<file path="config.mk">
export PLATFORM = sky130hd
export DESIGN_NAME = apsc_ctrl
export DESIGN_NICKNAME = d
export VERILOG_FILES = /design/src/rtl/apsc_wait_timer.v /design/src/rtl/apsc_ctrl.v
export VERILOG_INCLUDE_DIRS = /design/src /design/src/rtl
export SDC_FILE = /design/constraint.sdc
export NUM_CORES = 1
export LEC_CHECK = 0
export ABC_CLOCK_PERIOD_IN_PS = 2500
export BUFFER_PORTS_ARGS = -buffer_cell sky130_fd_sc_hd__buf_2
export CELL_PAD_IN_SITES_DETAIL_PLACEMENT = 2
export CELL_PAD_IN_SITES_GLOBAL_PLACEMENT = 2
export CORE_ASPECT_RATIO = 0.5
export CORE_MARGIN = 2
export CORE_UTILIZATION = 31
export CTS_BUF_LIST = sky130_fd_sc_hd__clkbuf_8
export DETAILED_ROUTE_END_ITERATION = 10
export PLACE_DENSITY_LB_ADDON = 0.1
export SYNTH_ARGS = -nofsm -noshare
export SYNTH_HDL_FRONTEND = slang
export SYNTH_SLANG_ARGS = --single-unit
</file>
<file path="constraint.sdc">
create_clock -name mclk_in -period 2.5 [get_ports mclk_in]
set_input_delay 0.375 -clock mclk_in [delete_from_list [all_inputs] [get_ports mclk_in]]
set_output_delay 0.375 -clock mclk_in [all_outputs]
set_load 0.01 [all_outputs]
</file>
<file path="src/rtl/apsc_regs.vh">
`ifndef APSC_REGS_VH
`define APSC_REGS_VH
// =====================================================
// Clock and timing figures (ns unless noted)
`define APSC_CLK_NS 20
`define APSC_T_RC_NS 70
`define APSC_T_WP_NS 45
`define APSC_T_WR_NS 10
`define APSC_T_CP_NS 12
`define APSC_T_OHCL_NS 5
`define APSC_T_OEH_NS 12
`define APSC_T_EP_NS 70
`define APSC_T_EPS_NS 70
`define APSC_T_EPH_NS 70
`define APSC_T_EAS_NS 15
`define APSC_T_SET_NS 20
`define APSC_T_CHH_US 350
`define APSC_T_CHHN_US 1
// Least times round up to whole cycles
`define APSC_CYC(ns) (((ns) + `APSC_CLK_NS - 1) / `APSC_CLK_NS)
`define APSC_US_CYC(us) (((us) * 1000 + `APSC_CLK_NS - 1) / `APSC_CLK_NS)
// =====================================================
// Command codes
`define APSC_CMD_SRAM_RD 3'h0
`define APSC_CMD_SRAM_WR 3'h1
`define APSC_CMD_FC_RD 3'h2
`define APSC_CMD_FC_WR 3'h3
`define APSC_CMD_PD_ENTER 3'h4
`define APSC_CMD_PD_EXIT 3'h5
`define APSC_CMD_PD_PROG 3'h6
`define APSC_CNT_W 16
`endif

</file>
<file path="src/rtl/apsc_wait_timer.v">
`timescale 1ns/1ns
`default_nettype none
`include "apsc_regs.vh"
// =====================================================
// Down counter: load a count, done when zero
module apsc_wait_timer (
    input wire mclk_in,
    input wire srst_in,
    input wire load_in,
    input wire [`APSC_CNT_W-1:0] count_in,
    output wire done_out
);
    reg [`APSC_CNT_W-1:0] cnt_ff; // Remaining cycles
    // Load wins over counting
    always @(posedge mclk_in) begin
        if (srst_in) begin
            cnt_ff <= {`APSC_CNT_W{1'b0}};
        end else if (load_in) begin
            cnt_ff <= count_in;
        end else if (cnt_ff != {`APSC_CNT_W{1'b0}}) begin
            cnt_ff <= cnt_ff - 16'h0001;
        end
    end
    // Zero means expired; gating by load would loop back through the caller's load logic
    assign done_out = (cnt_ff == {`APSC_CNT_W{1'b0}});
endmodule
`default_nettype wire

</file>
<file path="src/rtl/apsc_ctrl.v">
`timescale 1ns/1ns
`default_nettype none
`include "apsc_regs.vh"
// How it works
// RL1: SRAM writes while select and strobe low
// RL2: Byte lanes: one for byte, both for word
// RL3: Write ends at earlier select/strobe rise
// RL4: Config low makes SRAM ignore byte lanes
// RL5: Config held high for lane-framed writes
// RL6: Late enable release starts an FCRAM read
// RL7: Then delay strobe one read cycle
// RL8: Write cycle covers pulse plus recovery
// RL9: Pulse limit follows the starting edge
// RL10: Select rises with strobe; keep select pulse
// RL11: Address changes only after write end
// RL12: Access stretches by any setup shortfall
// RL13: Shortened delays extend address hold
// RL14: Setup and enable-high keep absolute floors
// RL15: Page bits change gives new data
// RL16: Page bits never switch apart
// RL17: Enable stays high after strobe-ended write
// RL18: Select high 350 us or 1 us after exit
// RL19: Program: select high, enable pulse, setup
// RL20: Secondary and program enables high in writes
// RL21: Enables and strobe high in reads
// RL22: Release data bus when not writing
module apsc_ctrl #(
    parameter CHH_CYC = `APSC_US_CYC(`APSC_T_CHH_US),
    parameter CHHN_CYC = `APSC_US_CYC(`APSC_T_CHHN_US)
) (
    input wire mclk_in,
    input wire srst_in,
    // User request side
    input wire req_valid_in,
    output wire req_ready_out,
    input wire [2:0] req_cmd_in,
    input wire [21:0] req_addr_in,
    input wire [15:0] req_wdata_in,
    input wire [1:0] req_byte_en_in,
    input wire req_sleep_in,
    output reg rsp_valid_out,
    output reg [15:0] rsp_rdata_out,
    // Memory pins
    output reg [21:0] mem_addr_out,
    input wire [15:0] mem_data_in,
    output reg [15:0] mem_data_out,
    output reg mem_data_oe_out,
    output reg mem_we_n_out,
    output reg mem_oe_n_out,
    output reg upper_byte_lane_n_out,
    output reg lower_byte_lane_n_out,
    output reg byte_config_input_out,
    output reg sram_primary_select_n_out,
    output reg sram_secondary_select_out,
    output reg fcram_primary_select_n_out,
    output reg fcram_powerdown_enable_out,
    output reg program_enable_n_out
);
    // =====================================================
    // Phase timing in cycles
    localparam [15:0] C_SET = `APSC_CYC(`APSC_T_SET_NS);
    localparam [15:0] C_RC = `APSC_CYC(`APSC_T_RC_NS);
    localparam [15:0] C_WP = `APSC_CYC(`APSC_T_WP_NS);
    localparam [15:0] C_WR = `APSC_CYC(`APSC_T_WR_NS);
    localparam [15:0] C_CP = `APSC_CYC(`APSC_T_CP_NS);
    localparam [15:0] C_OHCL = `APSC_CYC(`APSC_T_OHCL_NS);
    localparam [15:0] C_EP = `APSC_CYC(`APSC_T_EP_NS);
    localparam [15:0] C_EPS = `APSC_CYC(`APSC_T_EPS_NS);
    localparam [15:0] C_EPH = `APSC_CYC(`APSC_T_EPH_NS);
    localparam [15:0] C_EAS = `APSC_CYC(`APSC_T_EAS_NS);
    localparam [15:0] C_CHH = CHH_CYC;
    localparam [15:0] C_CHHN = CHHN_CYC;
    // =====================================================
    // States
    localparam [3:0] S_IDLE = 4'h0;
    localparam [3:0] S_SETUP = 4'h1;
    localparam [3:0] S_ACCESS = 4'h2;
    localparam [3:0] S_STROBE = 4'h3;
    localparam [3:0] S_RECOV = 4'h4;
    localparam [3:0] S_GAP = 4'h5;
    localparam [3:0] S_PD = 4'h6;
    localparam [3:0] S_PD_HOLD = 4'h7;
    localparam [3:0] S_PG_SETUP = 4'h8;
    localparam [3:0] S_PG_PULSE = 4'h9;
    localparam [3:0] S_PG_HOLD = 4'hA;

    reg [3:0] state_ff; // Sequencer state
    reg [2:0] cmd_ff; // Latched command
    reg pd_ff; // Powered down flag
    reg [15:0] din_s1_ff; // Read data first stage
    reg [15:0] din_s2_ff; // Read data second stage
    reg ld; // Timer load strobe
    reg [15:0] ld_val; // Timer load value
    wire tdone; // Timer expired

    // Delay timer, one shared by every phase
    apsc_wait_timer u_timer (
        .mclk_in(mclk_in),
        .srst_in(srst_in),
        .load_in(ld),
        .count_in(ld_val),
        .done_out(tdone)
    );

    // Decode: is this an FCRAM command
    function is_fc;
        input [2:0] c;
        begin
            is_fc = (c == `APSC_CMD_FC_RD) || (c == `APSC_CMD_FC_WR);
        end
    endfunction

    // Decode: is this a write command
    function is_wr;
        input [2:0] c;
        begin
            is_wr = (c == `APSC_CMD_SRAM_WR) || (c == `APSC_CMD_FC_WR);
        end
    endfunction

    // Only accept work when idle; in PD any request is taken as exit
    assign req_ready_out = (state_ff == S_IDLE) | ((state_ff == S_PD) & tdone);

    // =====================================================
    // Timer loads on phase entry
    always @* begin
        ld = 1'b0;
        ld_val = 16'h0000;
        case (state_ff)
            S_IDLE: begin
                if (req_valid_in) begin
                    ld = 1'b1;
                    // Long setup after enable rise: avoids a read start
                    ld_val = (req_cmd_in == `APSC_CMD_PD_PROG) ? C_EPS : C_SET; // RL6
                end
            end
            S_SETUP: begin
                if (tdone) begin
                    ld = 1'b1;
                    ld_val = is_wr(cmd_ff) ? C_WP : C_RC; // RL9
                end
            end
            S_ACCESS, S_STROBE: begin
                if (tdone) begin
                    ld = 1'b1;
                    ld_val = C_WR; // RL8
                end
            end
            S_RECOV: begin
                if (tdone) begin
                    ld = 1'b1;
                    ld_val = C_CP; // RL10
                end
            end
            S_PD: begin
                if (req_valid_in && tdone) begin
                    ld = 1'b1;
                    ld_val = req_sleep_in ? C_CHH : C_CHHN; // RL18
                end
            end
            S_PG_SETUP: begin
                if (tdone) begin
                    ld = 1'b1;
                    ld_val = C_EP; // RL19
                end
            end
            S_PG_PULSE: begin
                if (tdone) begin
                    ld = 1'b1;
                    ld_val = C_EPH;
                end
            end
            S_PD_HOLD: ld_val = 16'h0000;
            default: ld_val = 16'h0000;
        endcase
    end

    // =====================================================
    // Sequencer and pin drive
    always @(posedge mclk_in) begin
        if (srst_in) begin
            state_ff <= S_IDLE;
            cmd_ff <= 3'h0;
            pd_ff <= 1'b0;
            rsp_valid_out <= 1'b0;
            rsp_rdata_out <= 16'h0000;
            mem_addr_out <= 22'h000000;
            mem_data_out <= 16'h0000;
            mem_data_oe_out <= 1'b0;
            mem_we_n_out <= 1'b1;
            mem_oe_n_out <= 1'b1;
            upper_byte_lane_n_out <= 1'b1;
            lower_byte_lane_n_out <= 1'b1;
            byte_config_input_out <= 1'b1;
            sram_primary_select_n_out <= 1'b1;
            sram_secondary_select_out <= 1'b1;
            fcram_primary_select_n_out <= 1'b1;
            fcram_powerdown_enable_out <= 1'b1;
            program_enable_n_out <= 1'b1;
        end else begin
            rsp_valid_out <= 1'b0;
            case (state_ff)
                S_IDLE: begin
                    if (req_valid_in) begin
                        cmd_ff <= req_cmd_in;
                        mem_addr_out <= req_addr_in; // RL16
                        mem_oe_n_out <= 1'b1; // RL6 RL7
                        program_enable_n_out <= 1'b1; // RL20
                        fcram_powerdown_enable_out <= 1'b1; // RL21
                        byte_config_input_out <= 1'b1; // RL5
                        if (req_cmd_in == `APSC_CMD_PD_ENTER) begin
                            // Select high then drop the power-down enable
                            fcram_powerdown_enable_out <= 1'b0;
                            pd_ff <= 1'b1;
                            state_ff <= S_PD;
                        end else if (req_cmd_in == `APSC_CMD_PD_PROG) begin
                            state_ff <= S_PG_SETUP; // RL19
                        end else if (req_cmd_in == `APSC_CMD_PD_EXIT) begin
                            rsp_valid_out <= 1'b1;
                        end else begin
                            mem_data_out <= req_wdata_in;
                            mem_data_oe_out <= is_wr(req_cmd_in); // RL22
                            // Each lane low only when asked; none means word
                            upper_byte_lane_n_out <= ~(req_byte_en_in[1] | ~|req_byte_en_in); // RL2
                            lower_byte_lane_n_out <= ~(req_byte_en_in[0] | ~|req_byte_en_in); // RL2
                            if (is_fc(req_cmd_in)) begin
                                fcram_primary_select_n_out <= 1'b0;
                            end else begin
                                sram_primary_select_n_out <= 1'b0; // RL1
                            end
                            state_ff <= S_SETUP;
                        end
                    end
                end
                S_SETUP: begin
                    if (tdone) begin
                        if (is_wr(cmd_ff)) begin
                            mem_we_n_out <= 1'b0; // RL1
                            state_ff <= S_STROBE;
                        end else begin
                            mem_oe_n_out <= 1'b0; // RL14 RL21
                            state_ff <= S_ACCESS;
                        end
                    end
                end
                S_ACCESS: begin
                    // Full read cycle; sample at its end
                    if (tdone) begin
                        rsp_rdata_out <= din_s2_ff; // RL15
                        rsp_valid_out <= 1'b1;
                        mem_oe_n_out <= 1'b1;
                        state_ff <= S_RECOV; // RL13
                    end
                end
                S_STROBE: begin
                    // Strobe and select rise together; ends write
                    if (tdone) begin
                        mem_we_n_out <= 1'b1; // RL3 RL17
                        sram_primary_select_n_out <= 1'b1; // RL3
                        fcram_primary_select_n_out <= 1'b1; // RL10
                        state_ff <= S_RECOV;
                    end
                end
                S_RECOV: begin
                    // Address and data held through recovery
                    if (tdone) begin
                        if (is_wr(cmd_ff)) begin
                            rsp_valid_out <= 1'b1;
                        end
                        sram_primary_select_n_out <= 1'b1;
                        fcram_primary_select_n_out <= 1'b1;
                        mem_data_oe_out <= 1'b0; // RL22
                        upper_byte_lane_n_out <= 1'b1;
                        lower_byte_lane_n_out <= 1'b1;
                        state_ff <= S_GAP; // RL11
                    end
                end
                S_GAP: begin
                    // Select-high pulse before the next cycle
                    if (tdone) begin
                        state_ff <= S_IDLE; // RL10
                    end
                end
                S_PD: begin
                    if (req_valid_in && tdone) begin
                        fcram_powerdown_enable_out <= 1'b1; // RL18
                        state_ff <= S_PD_HOLD;
                    end
                end
                S_PD_HOLD: begin
                    // Select stays high for the exit hold
                    if (tdone) begin
                        pd_ff <= 1'b0;
                        rsp_valid_out <= 1'b1;
                        state_ff <= S_IDLE; // RL18
                    end
                end
                S_PG_SETUP: begin
                    if (tdone) begin
                        program_enable_n_out <= 1'b0; // RL19
                        state_ff <= S_PG_PULSE;
                    end
                end
                S_PG_PULSE: begin
                    // Address set since entry: covers setup to rise
                    if (tdone) begin
                        program_enable_n_out <= 1'b1; // RL19
                        state_ff <= S_PG_HOLD;
                    end
                end
                S_PG_HOLD: begin
                    if (tdone) begin
                        rsp_valid_out <= 1'b1;
                        state_ff <= S_IDLE;
                    end
                end
                default: state_ff <= S_IDLE;
            endcase
        end
    end

    // =====================================================
    // Read data synchroniser, pins are asynchronous
    always @(posedge mclk_in) begin
        if (srst_in) begin
            din_s1_ff <= 16'h0000;
            din_s2_ff <= 16'h0000;
        end else begin
            din_s1_ff <= mem_data_in;
            din_s2_ff <= din_s1_ff;
        end
    end
endmodule
`default_nettype wire

</file>
# == Word level (Yosys, flattened, before mapping) ==
# Index checks and enable logic that the tools add are counted.
# op_classes
add_sub_neg,1
mul,0
n_div,0
n_lt_le_gt_ge,0
n_eq_ne,37
n_shift,0
n_mux,76
n_bitwise,9
n_reduce_logical,34
# op_table
op,n
16-bit one-hot mux with 5 select lines,1
4-bit 2-to-1 mux,11
1-bit 2-to-1 mux,43
16-bit 2-to-1 mux,2
4-bit one-hot mux with 8 select lines,1
15-bit 2-to-1 mux,2
"2-bit inequality test, second input constant",13
"4-bit by 3-bit equality test with 1-bit output, second input constant",4
16-bit logical NOT,1
16-bit nonzero test,1
"16-bit by 1-bit subtractor with 16-bit output, second input constant",1
3-bit 2-to-1 mux,5
1-bit one-hot mux with 2 select lines,7
7-bit AND reduction,2
"4-bit equality test, second input constant",3
1-bit one-hot mux with 3 select lines,4
"2-bit by 1-bit inequality test with 1-bit output, second input constant",5
5-bit AND reduction,2
2-bit nonzero test,5
"3-bit by 2-bit equality test with 1-bit output, second input constant",3
"3-bit equality test, second input constant",3
9-bit AND reduction,1
3-bit OR reduction,3
"4-bit by 2-bit equality test with 1-bit output, second input constant",2
17 further kinds,32
# word_totals
register_bits,119
latchBits,0
mem_bits_rw,0
romBits,0
in_bits,63
output_inout_bits,67
elab_cells,175
n_memories,0

# == Longest topological paths before layout ==
# logic_depth
depth_word,9
depth_mapped,9
mapped_depth_nobuf,7

# == By module ==
# From an unflattened synthesis, not the netlist that was laid out.
# unflattened
hier_cells,555
area_unflattened_um2,4873.4
# modules_own_cells
module,n_inst,cells_each,area_per_inst_um2,seq_area_each_um2
apsc_ctrl,1,439,3908.7,2042.0
apsc_wait_timer,1,116,964.7,320.3

# == Worst setup path before layout ==
# Ideal clock, no wire load.
# synth_timing
kind,reg-to-reg
start,register u_timer.cnt_ff[0]
end,register rsp_rdata_out[10]
setup_time_ns,0.132
t_arrival_ns,1.987
t_required_ns,2.368
slack_ns,0.381
path_stages_with_launch,10
path_buffers,2
period_less_slack_ns,2.119
cell_sequence,dfxtp_1 inv_1 ha_1 nor3b_2 nand3_2 or4_1 buf_2 buf_2 nand2_1 a21oi_1
# synth_via
elab_chain_cells,2
# synth_rtl
item,line,text
start: declaration,apsc_wait_timer.v:13,reg [`APSC_CNT_W-1:0] cnt_ff;
start signal: assignment,apsc_wait_timer.v:17,cnt_ff <= {`APSC_CNT_W{1'b0}};
start signal: assignment,apsc_wait_timer.v:19,cnt_ff <= count_in;
start signal: assignment,apsc_wait_timer.v:21,cnt_ff <= cnt_ff - 16'h0001;
16-bit logical NOT,apsc_wait_timer.v:25,assign done_out = (cnt_ff == {`APSC_CNT_W{1'b0}});
2-bit AND reduction (no line),--,
end signal: assignment,apsc_ctrl.v:249,rsp_rdata_out <= din_s2_ff;
end: declaration,apsc_ctrl.v:42,"output reg [15:0] rsp_rdata_out,"
# No other way between the ends.
# A chain may end at the register's enable or synchronous reset.

# == Final worst setup path ==
# layout_timing
start,register u_timer.cnt_ff[0]
end,output req_ready_out
# layout_via
elab_chain_cells,3
# layout_rtl
item,line,text
16-bit logical NOT,apsc_wait_timer.v:25,
1-bit AND,apsc_ctrl.v:122,assign req_ready_out = (state_ff == S_IDLE) | ((state_ff == S_PD) & tdone);
1-bit OR,apsc_ctrl.v:122,
end: declaration,apsc_ctrl.v:35,"output wire req_ready_out,"
# No other way between the ends.

==> metrics.md <==
| Metric | Value |
|---|---|
| Count leader, synth | `nand2_1` |
| Die Ht | `around 92 um` |
| Final Wtd Congestion | `approximately 0.85` |
| Die ar. | `between 15000 and 20000 um2` |
| Static leakage power | `approximately 0.0026 uW` |
| Post-route DRC violation count | `0` |
| Seq cells post-synth | `approximately 120` |
| CTS buffer count | `17` |
| Synth Instances | `about 570` |
| Via count | `about 4600` |
| Count of input and output buffers | `around 130` |
| Tot GR Track Use | `between 20% and 30%` |
| Required @ worst endpoint | `between 2000 and 2500 ps` |
| Worst EP arrival | `around 2000 ps` |
| Final setup TNS | `0 ps` |
| Net count, final | `766` |
| Vias in the first global route | `between 4000 and 5000` |
| Starting DRT DRC Count | `207` |
| Util after Layout | `between 40% and 50%` |
| Final period util | `between 90 and 100%` |
| Root buf cell | `clkbuf_8` |
| Setup-failing EPs final | `0` |
| Pins over their slew limit | `0` |
| Share of the synthesized area in the top cell type | `between 40% and 50%` |
| HP Class | `primary input to flop` |
| Yosys warns | `0` |
| Outcome | `completed` |
| DR WL/cell | `17.51 um` |
| Clk sinks | `approximately 120` |
| Synth Area per Inst | `8.493 um2` |
| 1st-pass router iterations | `4` |
| Number of top-level pins | `130` |
| EDFF count, synth | `0` |
| Max-Cap Viols | `0` |
| Fmax achieved | `between 0.4 and 0.5 GHz` |
| Setup crit start kind | `flop` |
| Peak VDD IR | `0.0004464 V` |
| Clock Path Buffers | `2` |
| Final worst path period need | `approximately 2400 ps` |
| RSZ-0062 raised after global routing | `false` |
| Area delta synth->final | `28.87%` |
| Critical Setup Path Class | `flop to output port` |
| Overall Power | `slightly below 8000 uW` |
| Dominant cell type by area after synthesis | `dfxtp_1` |
| Register area share after synthesis | `about half` |
| Critical Path End Type | `output port` |
| Slew @ Worst Pin | `approximately 740 ps` |
| Clock slew at reported path FFs | `~80 ps` |
| FF-to-FF setup slack | `roughly 240 ps` |
| Site Rows | `32` |
| Slew Limit Headroom | `about 51%` |
| CTS tree | `done` |
| Remaining Overflow, GRT | `0` |
| Initial Util | `31.46%` |
| Core area | `15250 um2` |
| Initial antenna violation count | `0` |
| Setup Skew | `between 15 and 20 ps` |
| Share of cells above drive strength 1 | `28.15%` |
| Synth top area cells | `dfxtp_1, nand2_1, a21oi_1` |
| Synth Flop Type | `dfxtp_1` |
| Synth top cells by count | `nand2_1, dfxtp_1, a21oi_1` |
| Antenna cells | `0` |
| Synth cell types | `slightly above 60` |
| Clock latency on the worst-skew pair | `450 ps` |
| Layout fillers | `roughly 1800` |
| Power per cell area | `~1300 nW/um2` |
| Die Width | `~180 um` |
| H-tree Lvls | `4` |
| Cell Area, Synth | `roughly 4800 um2` |
| Largest net degree at the start of global routing | `between 70 and 80` |
| Endpoints failing hold | `0` |
| ANT nets after route | `0` |
| Detailed Place HPWL | `approximately 11 mm` |
| Vias/cell | `roughly 5` |
| Ys async rst share | `0%` |
| First-pass GRT wire length | `approximately 26 mm` |
| Crit-path max FO | `5` |
| Routed WL | `~16 mm` |
## through the flow
stage               worst slack [ps]  instances  instance area (um2)  hold slack [ps]
floorplan                      380.8        566                 4802            413.8
global placement               330.6        884                 5728            417.8
detailed placement             220.7        884                 5728            432.5
CTS                            74.62        918                 6183            114.0
global route                   4.547        918                 6183            114.2
finish                         127.7        918                 6183            143.6
## repair_timing
action | 4_1_cts | 5_1_grt
gates resized for setup | 2 | 1
hold buffers | 0 | 0
setup endpoints to repair | 1 | 1
cloned | 0 | 0
buffers inserted | 2 | 0
pin swaps | 1 | 0
## kinds of logic after synthesis
| kind of cell | share of synthesized area [%] |
|---|---|
| and+or+nand+nor | 27.20 |
| AOI/OAI and AO/OA | 16.17 |
| DFF | 49.23 |
| buffers and inverters | 3.963 |
| xor gates and xnor gates | 2.008 |
| muxes | 0.8345 |
| adders and majority gates | 0.5214 |
| other | 0.07815 |
## critical path, stage by stage (launching register included)
cell and delay, ps:
dfxtp_1 400, inv_2 80, ha_1 220, nor3b_2 150, buf_4 170, and4_4 210
a21oi_1 150, nor2_1 50, buf_2 130
## flip-flops by register name (all words and copies together) (netlist names), 2 cells and up
name	count
state_ff	4
mem_addr_out	22
mem_data_out	16
cmd_ff	2
u_timer.cnt_ff	16
din_s2_ff	16
din_s1_ff	16
rsp_rdata_out	16
## placed cells by master (no fill, tap or decap), types with 6 or more instances in the layout
cell type,count
nand2_1,135
buf_2,126
dfxtp_1,118
a21oi_1,78
nor2b_1,37
buf_4,25
nor2_1,22
clkbuf_8,18
nand3_1,11
inv_1,9
o21ai_0,8
nor3_1,8
xnor2_1,6
## path summary, 6_finish.rpt
path / start / to / depth (start not counted)
min reg2reg: din_s1_ff[14]$_SDFF_PP0_ / din_s2_ff[14]$_SDFF_PP0_ / 1
max: u_timer.cnt_ff[0]$_SDFFE_PP0P_ / req_ready_out / 8
min: mem_data_in[11] / din_s1_ff[11]$_SDFF_PP0_ / 2
max reg2reg: u_timer.cnt_ff[2]$_SDFFE_PP0P_ / rsp_rdata_out[4]$_SDFFE_PP0P_ / 5
## report_power, final
part / total [uW] / internal, uW / switching [uW]
Clock: 1950 / 1040 / 903
Combinational: 3400 / 1360 / 2040
Sequential: 2490 / 2190 / 298
## metal layers
metal,share of wire [%],track usage [%],routed length [um],vias up
met5,0,0,0,-
met4,0.67,4.675,108,0
met3,3.8,4.567,611,12
met2,48,33.84,7740,84
met1,47,26.51,7611,2259
li1,-,-,-,2204
## area by class of cell
type | instances | area (um2) | share of cell area (%)
flip-flops and latches | 118 | 2362 | 38.20
multi-input cells | 402 | 2252 | 36.42
repair buffers | 152 | 838.3 | 13.56
well taps | 204 | 255.2 | 4.128
clock buffers | 18 | 247.7 | 4.006
clock inverters | 14 | 190.2 | 3.076
inverters | 10 | 37.54 | 0.6070
(Power assumes the default switching activity.)
